==> src/core/lrc_defines.svh <==
// register offsets, field positions, reset values and constants of the line rate limit calculator
// Function
// - exposure limit is one over exposure time plus 1.3 us overhead.
// - readout limit is 160e6 times mode factor over largest segment count plus 224.
// - mode factor is 2 in paired-row capture mode, otherwise 1.
// - processing limit is pixel processing rate over window length plus padding.
// - padding is 0 without line stamp, 16 with line stamp.
// - transmission limit is link clock times taps over 12 taps plus length plus padding.
// - maximum line rate is the smallest of the four limits.
// - minimum line period is the reciprocal of the maximum line rate.
// - sensor lines split into 2048-pixel segments: one, two or four.
// - largest segment count is window pixels inside the fullest segment.
// - minimum line period is readable in the line period minimum field.
// - minimum period is not shown under external sync; host reads it before.
// - free run produces lines at one over the programmed line period.
`ifndef LRC_DEFINES_SVH
`define LRC_DEFINES_SVH
`define LRC_OFS_CTRL 6'h00
`define LRC_OFS_EXPOSURE 6'h04
`define LRC_OFS_WIN_START 6'h08
`define LRC_OFS_WIN_LEN 6'h0c
`define LRC_OFS_TAPS 6'h10
`define LRC_OFS_LINK_CLK 6'h14
`define LRC_OFS_LINE_PERIOD 6'h18
`define LRC_OFS_PERIOD_MIN 6'h1c
`define LRC_OFS_MAX_RATE 6'h20
`define LRC_OFS_STATUS 6'h24
`define LRC_CTRL_STAMP_BIT 0
`define LRC_CTRL_EXT_BIT 1
`define LRC_CTRL_MODE_LSB 2
`define LRC_RST_CTRL 32'h0000_0000
`define LRC_RST_EXPOSURE 32'h0000_0fa0
`define LRC_RST_WIN_START 32'h0000_0001
`define LRC_RST_WIN_LEN 32'h0000_0800
`define LRC_RST_TAPS 32'h0000_0008
`define LRC_RST_LINK_CLK 32'h04c4_b400
`define LRC_RST_LINE_PERIOD 32'h0000_2710
`define LRC_MODE_PAIRED 3'h1
`define LRC_EXP_OVERHEAD_NS 32'h0000_0514
`define LRC_NS_PER_S 32'h3b9a_ca00
`define LRC_READOUT_RATE 32'h0989_6800
`define LRC_READOUT_OVH 16'h00e0
`define LRC_SEG_PIXELS 16'h0800
`define LRC_STAMP_PAD 16'h0010
`define LRC_TX_TAP_OVH 16'h000c
`define LRC_CLK_PERIOD_NS 32'h0000_0014
`endif

==> src/core/lrc_pkg.sv <==
// types shared by the line rate limit calculator
package lrc_pkg;
    typedef struct packed {
        logic [2:0] line_mode;
        logic ext_sync;
        logic stamp_en;
    } lrc_ctrl_t;
    typedef enum logic [2:0] {
        S_IDLE = 3'b000,
        S_EXP = 3'b001,
        S_RD = 3'b010,
        S_PROC = 3'b011,
        S_TX = 3'b100,
        S_PER = 3'b101
    } lrc_state_t;
    typedef logic [1:0] lrc_resp_t;
endpackage

==> src/core/lrc_top.sv <==
// line rate limit calculator with its AXI4-Lite register slave
//
// Our own choices: the register offsets and the AXI4-Lite slave port.
`timescale 1ns/100ps
`include "lrc_defines.svh"
module lrc_top #(
    parameter int SEGS = 2,
    parameter logic [31:0] PIXEL_PROCESSING_RATE = 32'h2625_a000
) (
    input wire logic CLK_I,
    input wire logic RST_B_I,
    input wire logic [5:0] S_AXI_AWADDR_I,
    input wire logic S_AXI_AWVALID_I,
    output logic S_AXI_AWREADY_O,
    input wire logic [31:0] S_AXI_WDATA_I,
    input wire logic [3:0] S_AXI_WSTRB_I,
    input wire logic S_AXI_WVALID_I,
    output logic S_AXI_WREADY_O,
    output lrc_pkg::lrc_resp_t S_AXI_BRESP_O,
    output logic S_AXI_BVALID_O,
    input wire logic S_AXI_BREADY_I,
    input wire logic [5:0] S_AXI_ARADDR_I,
    input wire logic S_AXI_ARVALID_I,
    output logic S_AXI_ARREADY_O,
    output logic [31:0] S_AXI_RDATA_O,
    output lrc_pkg::lrc_resp_t S_AXI_RRESP_O,
    output logic S_AXI_RVALID_O,
    input wire logic S_AXI_RREADY_I,
    output logic LINE_START_O
);
    import lrc_pkg::*;

    logic [31:0] ctrl_q, exp_q, start_q, len_q, taps_q, lclk_q, period_q;
    logic [31:0] lim_q [4];
    logic [31:0] period_min_q, rate_q;
    logic valid_q, dirty_q, issued_q;
    lrc_state_t state_q;
    lrc_ctrl_t ctrl;

    // write channel holding
    logic aw_full_q, w_full_q;
    logic [5:0] awaddr_q;
    logic [31:0] wdata_q;
    logic [3:0] wstrb_q;
    logic [31:0] wmask;
    logic do_wr;
    logic wr_hit_cfg;
    logic wr_mapped, rd_mapped;

    assign ctrl = ctrl_q[4:0];
    assign S_AXI_AWREADY_O = !aw_full_q;
    assign S_AXI_WREADY_O = !w_full_q;
    assign do_wr = aw_full_q && w_full_q && !S_AXI_BVALID_O;
    assign wmask = {{8{wstrb_q[3]}}, {8{wstrb_q[2]}}, {8{wstrb_q[1]}}, {8{wstrb_q[0]}}};
    assign wr_mapped = awaddr_q[1:0] == 2'h0 && awaddr_q <= `LRC_OFS_STATUS;
    assign rd_mapped = S_AXI_ARADDR_I[1:0] == 2'h0 && S_AXI_ARADDR_I <= `LRC_OFS_STATUS;
    // a write to any setting other than the programmed period triggers a recompute
    assign wr_hit_cfg = do_wr && awaddr_q <= `LRC_OFS_LINK_CLK && awaddr_q[1:0] == 2'h0;

    function automatic logic [31:0] merge(input logic [31:0] old, input logic [31:0] nw, input logic [31:0] m);
        merge = (old & ~m) | (nw & m);
    endfunction

    always_ff @(posedge CLK_I or negedge RST_B_I) begin
        if (!RST_B_I) begin
            aw_full_q <= 1'b0;
            w_full_q <= 1'b0;
            awaddr_q <= 6'h00;
            wdata_q <= 32'h0000_0000;
            wstrb_q <= 4'h0;
        end else begin
            if (S_AXI_AWVALID_I && S_AXI_AWREADY_O) begin
                aw_full_q <= 1'b1;
                awaddr_q <= S_AXI_AWADDR_I;
            end else if (do_wr) begin
                aw_full_q <= 1'b0;
            end
            if (S_AXI_WVALID_I && S_AXI_WREADY_O) begin
                w_full_q <= 1'b1;
                wdata_q <= S_AXI_WDATA_I;
                wstrb_q <= S_AXI_WSTRB_I;
            end else if (do_wr) begin
                w_full_q <= 1'b0;
            end
        end
    end

    always_ff @(posedge CLK_I or negedge RST_B_I) begin
        if (!RST_B_I) begin
            ctrl_q <= `LRC_RST_CTRL;
            exp_q <= `LRC_RST_EXPOSURE;
            start_q <= `LRC_RST_WIN_START;
            len_q <= `LRC_RST_WIN_LEN;
            taps_q <= `LRC_RST_TAPS;
            lclk_q <= `LRC_RST_LINK_CLK;
            period_q <= `LRC_RST_LINE_PERIOD;
        end else if (do_wr) begin
            unique case (awaddr_q)
                `LRC_OFS_CTRL: ctrl_q <= merge(ctrl_q, wdata_q, wmask) & 32'h0000_001f;
                `LRC_OFS_EXPOSURE: exp_q <= merge(exp_q, wdata_q, wmask);
                `LRC_OFS_WIN_START: start_q <= merge(start_q, wdata_q, wmask) & 32'h0000_1fff;
                `LRC_OFS_WIN_LEN: len_q <= merge(len_q, wdata_q, wmask) & 32'h0000_3fff;
                `LRC_OFS_TAPS: taps_q <= merge(taps_q, wdata_q, wmask) & 32'h0000_000f;
                `LRC_OFS_LINK_CLK: lclk_q <= merge(lclk_q, wdata_q, wmask);
                `LRC_OFS_LINE_PERIOD: period_q <= merge(period_q, wdata_q, wmask);
                default: ;
            endcase
        end
    end

    always_ff @(posedge CLK_I or negedge RST_B_I) begin
        if (!RST_B_I) begin
            S_AXI_BVALID_O <= 1'b0;
            S_AXI_BRESP_O <= 2'h0;
        end else if (do_wr) begin
            S_AXI_BVALID_O <= 1'b1;
            S_AXI_BRESP_O <= wr_mapped ? 2'h0 : 2'h2;
        end else if (S_AXI_BREADY_I) begin
            S_AXI_BVALID_O <= 1'b0;
        end
    end

    // window segmentation
    logic [15:0] win_s, win_e, pad, seg_max;
    logic [15:0] seg_cnt [SEGS];
    assign win_s = start_q[12:0] == 13'h0 ? 16'h0000 : 16'(start_q[12:0] - 13'h1);
    assign win_e = win_s + len_q[15:0];
    assign pad = ctrl.stamp_en ? `LRC_STAMP_PAD : 16'h0000;

    for (genvar k = 0; k < SEGS; k++) begin : g_seg
        logic [15:0] lo, hi, a, b;
        assign lo = 16'(k) * `LRC_SEG_PIXELS;
        assign hi = lo + `LRC_SEG_PIXELS;
        assign a = win_s > lo ? win_s : lo;
        assign b = win_e < hi ? win_e : hi;
        assign seg_cnt[k] = b > a ? b - a : 16'h0000;
    end

    always_comb begin
        seg_max = 16'h0000;
        for (int k = 0; k < SEGS; k++) begin
            if (seg_cnt[k] > seg_max) begin
                seg_max = seg_cnt[k];
            end
        end
    end

    // operands of each step
    logic paired;
    logic [31:0] rd_num, tx_num, min_rate, num, den;
    logic [35:0] tx_prod;
    assign paired = ctrl.line_mode == `LRC_MODE_PAIRED;
    // doubled rate still fits in 32 bits, top bit of the concatenation is zero
    assign rd_num = paired ? 32'({`LRC_READOUT_RATE, 1'b0}) : `LRC_READOUT_RATE;
    assign tx_prod = lclk_q * taps_q[3:0];
    assign tx_num = tx_prod[31:0];
    assign min_rate = lim_q[0] < lim_q[1] ? (lim_q[0] < lim_q[2] ? (lim_q[0] < lim_q[3] ? lim_q[0] : lim_q[3])
        : (lim_q[2] < lim_q[3] ? lim_q[2] : lim_q[3])) : (lim_q[1] < lim_q[2] ? (lim_q[1] < lim_q[3] ? lim_q[1]
        : lim_q[3]) : (lim_q[2] < lim_q[3] ? lim_q[2] : lim_q[3]));
    assign num = state_q == S_RD ? rd_num : state_q == S_PROC ? PIXEL_PROCESSING_RATE : state_q == S_TX ? tx_num
        : `LRC_NS_PER_S;
    assign den = state_q == S_EXP ? exp_q + `LRC_EXP_OVERHEAD_NS
        : state_q == S_RD ? {16'h0000, seg_max + `LRC_READOUT_OVH}
        : state_q == S_PROC ? {16'h0000, len_q[15:0] + pad}
        : state_q == S_TX ? {16'h0000, 16'(`LRC_TX_TAP_OVH * taps_q[3:0]) + len_q[15:0] + pad}
        : min_rate;

    logic div_start, div_busy, div_done;
    logic [31:0] quot;
    assign div_start = state_q != S_IDLE && !issued_q && !div_busy;

    lrc_divider #(.W(32)) u_div (
        .clk_i(CLK_I),
        .rst_b_i(RST_B_I),
        .start_i(div_start),
        .num_i(num),
        .den_i(den),
        .busy_o(div_busy),
        .done_o(div_done),
        .quot_o(quot)
    );

    logic launch;
    assign launch = state_q == S_IDLE && dirty_q;

    always_ff @(posedge CLK_I or negedge RST_B_I) begin
        if (!RST_B_I) begin
            state_q <= S_IDLE;
            dirty_q <= 1'b1;
            issued_q <= 1'b0;
        end else begin
            // a setting written during a clear still counts
            dirty_q <= wr_hit_cfg || (dirty_q && !launch);
            issued_q <= div_done ? 1'b0 : (issued_q || div_start);
            unique case (state_q)
                S_IDLE: state_q <= launch ? S_EXP : S_IDLE;
                S_EXP: state_q <= div_done ? S_RD : S_EXP;
                S_RD: state_q <= div_done ? S_PROC : S_RD;
                S_PROC: state_q <= div_done ? S_TX : S_PROC;
                S_TX: state_q <= div_done ? S_PER : S_TX;
                S_PER: state_q <= div_done ? S_IDLE : S_PER;
                default: state_q <= S_IDLE;
            endcase
        end
    end

    always_ff @(posedge CLK_I or negedge RST_B_I) begin
        if (!RST_B_I) begin
            for (int i = 0; i < 4; i++) begin
                lim_q[i] <= 32'h0000_0000;
            end
            period_min_q <= 32'h0000_0000;
            rate_q <= 32'h0000_0000;
            valid_q <= 1'b0;
        end else if (div_done) begin
            if (state_q == S_PER) begin
                // old result stays readable until the whole chain is done
                period_min_q <= quot;
                rate_q <= min_rate;
                valid_q <= 1'b1;
            end else begin
                lim_q[state_q[1:0] - 2'h1] <= quot;
            end
        end
    end

    // free-run line generator, counts in ns
    logic [31:0] run_ns_q, run_next;
    assign run_next = run_ns_q + `LRC_CLK_PERIOD_NS;
    always_ff @(posedge CLK_I or negedge RST_B_I) begin
        if (!RST_B_I) begin
            run_ns_q <= 32'h0000_0000;
            LINE_START_O <= 1'b0;
        end else if (ctrl.ext_sync || period_q == 32'h0000_0000) begin
            run_ns_q <= 32'h0000_0000;
            LINE_START_O <= 1'b0;
        end else begin
            LINE_START_O <= run_next >= period_q;
            run_ns_q <= run_next >= period_q ? 32'h0000_0000 : run_next;
        end
    end

    // read channel
    logic [31:0] rd_mux;
    assign S_AXI_ARREADY_O = !S_AXI_RVALID_O;
    assign rd_mux = S_AXI_ARADDR_I == `LRC_OFS_CTRL ? ctrl_q
        : S_AXI_ARADDR_I == `LRC_OFS_EXPOSURE ? exp_q
        : S_AXI_ARADDR_I == `LRC_OFS_WIN_START ? start_q
        : S_AXI_ARADDR_I == `LRC_OFS_WIN_LEN ? len_q
        : S_AXI_ARADDR_I == `LRC_OFS_TAPS ? taps_q
        : S_AXI_ARADDR_I == `LRC_OFS_LINK_CLK ? lclk_q
        : S_AXI_ARADDR_I == `LRC_OFS_LINE_PERIOD ? period_q
        : S_AXI_ARADDR_I == `LRC_OFS_PERIOD_MIN ? (ctrl.ext_sync ? 32'h0000_0000 : period_min_q)
        : S_AXI_ARADDR_I == `LRC_OFS_MAX_RATE ? (ctrl.ext_sync ? 32'h0000_0000 : rate_q)
        : S_AXI_ARADDR_I == `LRC_OFS_STATUS ? {30'h0, valid_q, state_q != S_IDLE || dirty_q}
        : 32'h0000_0000;

    always_ff @(posedge CLK_I or negedge RST_B_I) begin
        if (!RST_B_I) begin
            S_AXI_RVALID_O <= 1'b0;
            S_AXI_RDATA_O <= 32'h0000_0000;
            S_AXI_RRESP_O <= 2'h0;
        end else if (S_AXI_ARVALID_I && S_AXI_ARREADY_O) begin
            S_AXI_RVALID_O <= 1'b1;
            S_AXI_RDATA_O <= rd_mux;
            S_AXI_RRESP_O <= rd_mapped ? 2'h0 : 2'h2;
        end else if (S_AXI_RREADY_I) begin
            S_AXI_RVALID_O <= 1'b0;
        end
    end
endmodule

==> src/core/lrc_divider.sv <==
// serial restoring divider, one quotient bit per clock
`timescale 1ns/100ps
module lrc_divider #(
    parameter int W = 32
) (
    input wire logic clk_i,
    input wire logic rst_b_i,
    input wire logic start_i,
    input wire logic [W-1:0] num_i,
    input wire logic [W-1:0] den_i,
    output logic busy_o,
    output logic done_o,
    output logic [W-1:0] quot_o
);
    logic [W:0] rem_q;
    logic [W-1:0] q_q;
    logic [W-1:0] den_q;
    logic [7:0] cnt_q;
    logic [W:0] shifted;
    logic [W:0] trial;
    logic fits;
    logic [W-1:0] q_next;

    assign shifted = {rem_q[W-1:0], q_q[W-1]};
    assign trial = shifted - {1'b0, den_q};
    // zero divisor always fits, so it saturates to all ones
    assign fits = !trial[W];
    assign q_next = {q_q[W-2:0], fits};
    assign busy_o = cnt_q != 8'h00;

    always_ff @(posedge clk_i or negedge rst_b_i) begin
        if (!rst_b_i) begin
            rem_q <= '0;
            q_q <= '0;
            den_q <= '0;
            cnt_q <= 8'h00;
            done_o <= 1'b0;
            quot_o <= '0;
        end else begin
            done_o <= busy_o && cnt_q == 8'h01;
            if (start_i && !busy_o) begin
                rem_q <= '0;
                q_q <= num_i;
                den_q <= den_i;
                cnt_q <= 8'(W);
            end else if (busy_o) begin
                rem_q <= fits ? trial : shifted;
                q_q <= q_next;
                cnt_q <= cnt_q - 8'h01;
                if (cnt_q == 8'h01) begin
                    quot_o <= q_next;
                end
            end
        end
    end
endmodule

==> config.mk <==
export PLATFORM = sky130hd
export DESIGN_NAME = lrc_top
export DESIGN_NICKNAME = d
export VERILOG_FILES = /design/src/core/lrc_pkg.sv /design/src/core/lrc_top.sv /design/src/core/lrc_divider.sv
export VERILOG_INCLUDE_DIRS = /design/src /design/src/core
export SDC_FILE = /design/constraint.sdc
export NUM_CORES = 2
export LEC_CHECK = 0
export BUFFER_PORTS_ARGS = -buffer_cell sky130_fd_sc_hd__buf_2
export CAP_MARGIN = 40
export CELL_PAD_IN_SITES_DETAIL_PLACEMENT = 2
export CELL_PAD_IN_SITES_GLOBAL_PLACEMENT = 2
export CORE_MARGIN = 2
export CORE_UTILIZATION = 38
export CTS_BUF_LIST = sky130_fd_sc_hd__clkbuf_8
export CTS_CLUSTER_DIAMETER = 50
export DETAILED_ROUTE_END_ITERATION = 6
export HOLD_SLACK_MARGIN = 0.03
export PLACE_DENSITY = 0.82
export SLEW_MARGIN = 10
export SYNTH_ARGS = -nofsm -noshare
export SYNTH_HDL_FRONTEND = slang
export SYNTH_SLANG_ARGS = --single-unit
==> constraint.sdc <==
create_clock -name CLK_I -period 8.3 [get_ports CLK_I]
set_input_delay 0.83 -clock CLK_I [delete_from_list [all_inputs] [get_ports CLK_I]]
set_output_delay 0.83 -clock CLK_I [all_outputs]
set_load 0.1 [all_outputs]
After elaboration in Yosys (flattened, before gate mapping):

Cells that the tools add are included.

* add/subtract/negate cells: 13
* $mul: 2
* div/mod/pow operators: 0
* order comparisons: 20
* eq/ne operators: 22
* shift-type cells: 0
* multiplexer cells: 66
* bitwise operators: 19
* reduce and logical (&&, ||, !) cells: 52

Operators with widths (number)
* $mux 32: 32
* $lt 32x32->1: 6
* $mux 16: 9
* $and 32x32->32: 4
* $bwmux 128: 1
* $or 32x32->32: 3
* $demux 32 s2: 1
* $gt 16x16->1: 3
* $eq 6x5->1 const B: 7
* $sub 33x32->33: 1
* $add 32x11->32 const B: 1
* $add 32x5->32 const B: 1
* $ge 32x32->1: 1
* $gt 16x1->1 const B: 2
* $logic_not 32->1: 1
* $mul 32x4->32: 1
* $not 32->32: 1
* $sub 16x16->16: 2
* $mux 29: 1
* $eq 6x4->1 const B: 4
* $pmux 3 s6: 1
* $reduce_and 2->1: 9
* $add 15x5->16: 1
* $add 16x14->16: 1
* other kinds (46): 100

* bits in registers: 582
* latch bits: 0
* RAM bits: 0
* ROM bits: 0
* bits of input ports: 55
* output and inout port bits: 42
* word-level logic and storage cells: 229
* memories: 0

Longest topological paths before layout:

* depth after elaboration: 14
* mapped depth: 50
* depth with buffers taken out: 44

Modules after synthesis:

A second synthesis with hierarchy kept.

* cells, all modules: 4373
* area total of the unflattened synthesis: 41589.9 µm²

Modules (own cells, without submodules)
* lrc_top: instances 1, cells each 3582, area an instance 34011.4 µm², sequential area each 11064.4 µm²
* lrc_divider: instances 1, cells each 791, area an instance 7578.5 µm², sequential area each 3428.3 µm²

Least setup slack after synthesis:

No wires, ideal clock.

* path type: register -> register
* start point: register start_q[0]
* end point: register u_div.den_q[11]
* setup time: 0.126 ns
* arrival: 8.850 ns
* required time: 8.174 ns
* setup slack: -0.676 ns
* stages on the path, launching flop included: 47
* buffers on the path: 5
* clock period less this slack: 8.976 ns
* path through: dfstp_2 clkbuf_1 inv_1 ha_1 nand3_1 or2_2 nor4_1 clkbuf_1 or2_2 fa_1 nor2b_1 o21ai_0 a21boi_0 o21a_1 o21ai_0 a21o_1 a31oi_1 mux2_2 [... 11 more ...] xnor2_1 and2_1 ha_1 nand4_1 nor4_1 or2_1 clkbuf_1 nand2_1 buf_2 mux2i_1 inv_1 ha_1 inv_1 or2_2 nand2b_1 xnor2_1 a221oi_1 a221o_1

* longest elaborated chain between the ends: 14
* elaborated cells between the ends (all ways): 25
* classes of those cells: add/sub: 5; order compare: 8; mux: 11; reduce/logical: 1

Ends and longest elaborated chain
* start, declared: RTL line lrc_top.sv:33 `logic [31:0] ctrl_q, exp_q, start_q, len_q, taps_q, lclk_q, period_q;`
* start signal, assigned: RTL line lrc_top.sv:92 `` start_q <= `LRC_RST_WIN_START; ``
* start signal, assigned: RTL line lrc_top.sv:101 `` `LRC_OFS_WIN_START: start_q <= merge(start_q, wdata_q, wmask) & 32'h0000_1fff; ``
* $sub 13x1->14 or $logic_not 13->1 (tied branches): RTL line lrc_top.sv:126 `assign win_s = start_q[12:0] == 13'h0 ? 16'h0000 : 16'(start_q[12:0] - 13'h1);`
* $mux 16 (*): RTL line lrc_top.sv:126
* $add 16x14->16: RTL line lrc_top.sv:127 `assign win_e = win_s + len_q[15:0];`
* $lt 16x12->1: RTL line lrc_top.sv:135 `assign b = win_e < hi ? win_e : hi;`
* $mux 16: RTL line lrc_top.sv:135
* $sub 16x16->16 or $gt 16x16->1 (tied branches): RTL line lrc_top.sv:136 `assign seg_cnt[k] = b > a ? b - a : 16'h0000;`
* $mux 16: RTL line lrc_top.sv:136
* $gt 16x1->1: RTL line lrc_top.sv:142 `if (seg_cnt[k] > seg_max) begin`
* $mux 16: RTL line lrc_top.sv:142
* $gt 16x16->1: RTL line lrc_top.sv:142
* $mux 16 (*): RTL line lrc_top.sv:142
* $add 16x8->16 (no line) (*)
* $mux 32 (*): RTL line lrc_top.sv:163 `` : state_q == S_RD ? {16'h0000, seg_max + `LRC_READOUT_OVH} ``
* $mux 32 (*): RTL line lrc_top.sv:162 `` assign den = state_q == S_EXP ? exp_q + `LRC_EXP_OVERHEAD_NS ``
* end signal, assigned: RTL line lrc_divider.sv:44 `den_q <= den_i;`
* end, declared: RTL line lrc_divider.sv:17 `logic [W-1:0] den_q;`

Mark *: on every way between the ends. The rest lies on a longest branch, timed or not.
A chain may end at the register's enable or synchronous reset.

Worst setup path in the final report:

* start point: register start_q[4]
* end point: register u_div.den_q[8]

The elaborated chain is that of the path after synthesis.

==> summary.md <==
| Metric | Value |
|---|---|
| Status | finished with violations |
| Failing checks | design-rule violations, negative hold slack, negative setup slack |
| Cell at the slowest stage of the critical path | dfrtp_1 |
| Die X | 331 um |
| DR vias/cell | ~6.6 |
| Post-Layout Cell Count | 6116 |
| RSZ-0062 raised after global routing | yes |
| Post-route ant nets | 0 |
| # nets final | 5104 |
| Clk_skew | 0.0637 ns |
| Count of different cell masters after synthesis | between 80 and 90 |
| Crit end category | register |
| CP Launch Type | register |
| Slew at the pin closest to its max-slew limit | roughly 1.2 ns |
| Post-synthesis async set-or-reset flop share | between 90% and 100% |
| CTS H-tree lvls | 3 |
| # rows | between 100 and 150 |
| CTS Root Cell | clkbuf_8 |
| Worst Hold Margin | -0.0210 ns |
| Setup_tns | -10.95 ns |
| Clock sink count | between 500 and 600 |
| Final count of hold timing violations | 5 |
| Initial antenna violation count | 16 |
| TritonCTS clock tree | done |
| CTS hold repair buffers | 0 |
| Max clock buf depth | 3 |
| Routed via count | between 40000 and 50000 |
| Number of port buffers | 94 |
| Chip height | 331 um |
| TritonCTS buffer count | 107 |
| Sequential cell area | ~0.014 mm^2 |
| Fmax | approximately 0.11 GHz |
| Dpl cells | about 5900 |
| Core ar. | ~0.11 mm^2 |
| Largest net degree at the start of global routing | 131 |
| IO Pins | 97 |
| Post-Route WL | approximately 210000 um |
| Flop2flop setup slack | -1.13 ns |
| Layout cells sized above 1 | ~22% |
| Area Growth Syn to Fin | 16.7% |
| Congestion Overflow GR | 0 |
| HP Class | input pin to async pin |
| Synth Register Bits | 578 |
| First-pass GRT wire length | 296000 um |
| Placer Congestion | between 0.9 and 1 |
| Crit path launch | start_q[4]$_DFFE_PN0P_ |
| DR iter-0 viols | just under 4000 |
| Final Critical Period | ~9.4 ns |
| Number of synthesized flops with an enable pin | 0 |
| Syn. warnings | 0 |
| Clk_lat worst skew | 0.86 ns |
| All-Layer GR Usage | a little over a third |
| Clk pin slew, worst setup/hold paths | ~0.070 ns |
| Pre-antenna DRT Iters | 7 |
| GR peak layer | met2 |
| Crit path max fanout | 7 |
| Seq/Total Area, Yosys | 35.6% |
| Fin crit share | 114% |
| Mapped Avg Cell Area | ~9.5 um^2 |
| Crit path required time | about 9.0 ns |
| Routed len/inst | 34.4 um |
| Met2 usage | between 50% and 60% |
| Top_reg_cell synth | dfrtp_1 |
| Vias in the first global route | around 44000 |
| Starting density of the core | 38.2% |
| Final number of setup-violating endpoints | 16 |
| Max-slew violation count | 0 |
| Total of max-cap violations | 0 |
| Met1 Use GR | between 40% and 50% |
| Final worst-path setup slack | -1.13 ns |
| Fillers | about 11000 |
| Synthesized cell area | between 0.04 and 0.05 mm^2 |
| # DRC | 9 |
| Crit-path most repeated cell | buf_4 |
| Origin of the critical flop-to-flop path | start_q[4]$_DFFE_PN0P_ |
| Worst relative slew slack | between 10% and 20% |
| DIE AREA | about 0.11 mm^2 |
| Max incr delay on CP | roughly 0.42 ns |
| Synthesized instance count | roughly 4300 |
| M3 GR Usage | a little under 8% |
| Footprint of the multi-input gates | ~0.025 mm^2 |
| Arr. time, crit path | a little over 10 ns |
| Detailed placement HPWL | approximately 130000 um |
| CP Class | register to register |
## logic make-up (layout without fill, tap and decap cells)
| group | Yosys count | count (layout) | synth area share, % |
|---|---|---|---|
| flip-flops | 578 | 578 | 35.6 |
| other | 1 | 20 | 0.00921 |
| adder cells (fa/ha/maj) | 432 | 432 | 14.5 |
| AND/OR/NAND/NOR | 1154 | 1154 | 13.4 |
| buffers and inverters | 493 | 890 | 4.65 |
| XOR/XNOR | 165 | 165 | 3.60 |
| AO/OA/AOI/OAI | 1115 | 1115 | 18.5 |
| multiplexers | 359 | 359 | 9.82 |
## final cells by class
| class | instances | area share, % |
|---|---|---|
| flip-flops and latches | 578 | 30.5 |
| multi-input cells | 3234 | 52.8 |
| clock inverters | 65 | 0.827 |
| repair buffers | 387 | 5.97 |
| clock buffers | 128 | 3.71 |
| inverters | 310 | 2.45 |
| diodes | 11 | 0.0580 |
| well taps | 1403 | 3.70 |
## registers in the layout, summed over array words and instances, names as in the netlist, 32 cells and up
| register | flops |
|---|---|
| u_div.rem_q | 32 |
| period_q | 32 |
| S_AXI_RDATA_O | 32 |
| wdata_q | 32 |
| rate_q | 32 |
| lim_q | 128 |
| lclk_q | 32 |
| period_min_q | 32 |
| exp_q | 32 |
| u_div.q_q | 32 |
| u_div.den_q | 32 |
| u_div.quot_o | 32 |
## stage by stage
| stage | setup WS [ns] | area (um^2) | utilization, % |
|---|---|---|---|
| after floorplan | 0.0170 | 40800 | - |
| after global placement | -0.370 | 44300 | 41.5 |
| after detailed placement | -1.17 | 44500 | 41.7 |
| after CTS | -0.429 | 47100 | 44.2 |
| after global routing | -1.24 | 47500 | 44.5 |
| final | -1.13 | 47500 | 44.6 |
## worst max-delay path, delay by kind of cell, from the launching register on
family	cells	cell delay [ns]
DFF	1	0.42
and+or+nand+nor	13	2.60
AOI/OAI and AO/OA	12	3.11
xor gates and xnor gates	2	0.43
adders and majority gates	3	0.95
buffers and inverters	9	1.48
muxes	2	0.30
## per-layer routing
layer  routed length, um  vias to the layer above
li1                    -                    16200
met4               17500                       12
met5                  78                        -
met2               96700                     2319
met1               78200                    20600
met3               17600                     1053
## repair_timing
item	4_1_cts	5_1_grt
pin swaps	48	54
resized for setup	67	69
cloned	0	0
buffers inserted	16	15
setup endpoints to repair	16	16
## cells in the mapped netlist (all sizes together), types with 63 or more instances
cell / count / share of area [%]
a21o: 106 / 2.0
a21oi: 249 / 3.1
clkbuf: 149 / 1.4
dfrtp: 555 / 34
fa: 64 / 3.1
ha: 367 / 11
inv: 310 / 2.9
mux2: 314 / 8.7
nand2: 445 / 4.1
nand3: 95 / 1.2
nor2: 234 / 2.2
nor2b: 63 / 0.97
o21ai: 226 / 2.8
xnor2: 110 / 2.4
## final timing paths
check	endpoint	depth (start not counted)
min	lim_q[90]$_DFFE_PN0P_	1
max	u_div.den_q[8]$_DFFE_PN0P_	41
min in group CLK_I	wdata_q[20]$_DFFE_PN0P_	2
max reg2reg	u_div.den_q[8]$_DFFE_PN0P_	41
min reg2reg	u_div.cnt_q[7]$_DFFE_PN0P_	1
max in group asynchronous	u_div.rem_q[7]$_DFFE_PN0P_	3
## cells in the final DEF (no fill, tap or decap), drive strengths merged, types with 16 or more instances in the layout
master	Yosys	routed
o21a	48	48
a21oi	249	249
dfstp	23	23
nor3	54	54
or3	19	19
o21ai	226	226
fa	64	64
nor4	23	23
nor2b	63	63
and3	28	28
a222oi	30	30
o22a	31	31
o31ai	16	16
nand4	49	49
nand2	445	445
xor2	55	55
nand2b	26	26
a211o	32	32
a221oi	18	18
nand3	95	95
or2	19	19
clkbuf	149	130
a211oi	34	34
o211ai	58	58
a21o	106	106
ha	367	367
mux2i	44	44
a22o	25	25
a22oi	25	25
a31oi	45	45
and2	49	49
xnor2	110	110
inv	310	357
nor2	234	234
dfrtp	555	555
o22ai	35	35
buf	34	384
mux2	314	314
Power is left out: the tool's default activity adds up to more than one toggle a clock period on the data nets, which glitch-free logic cannot reach.
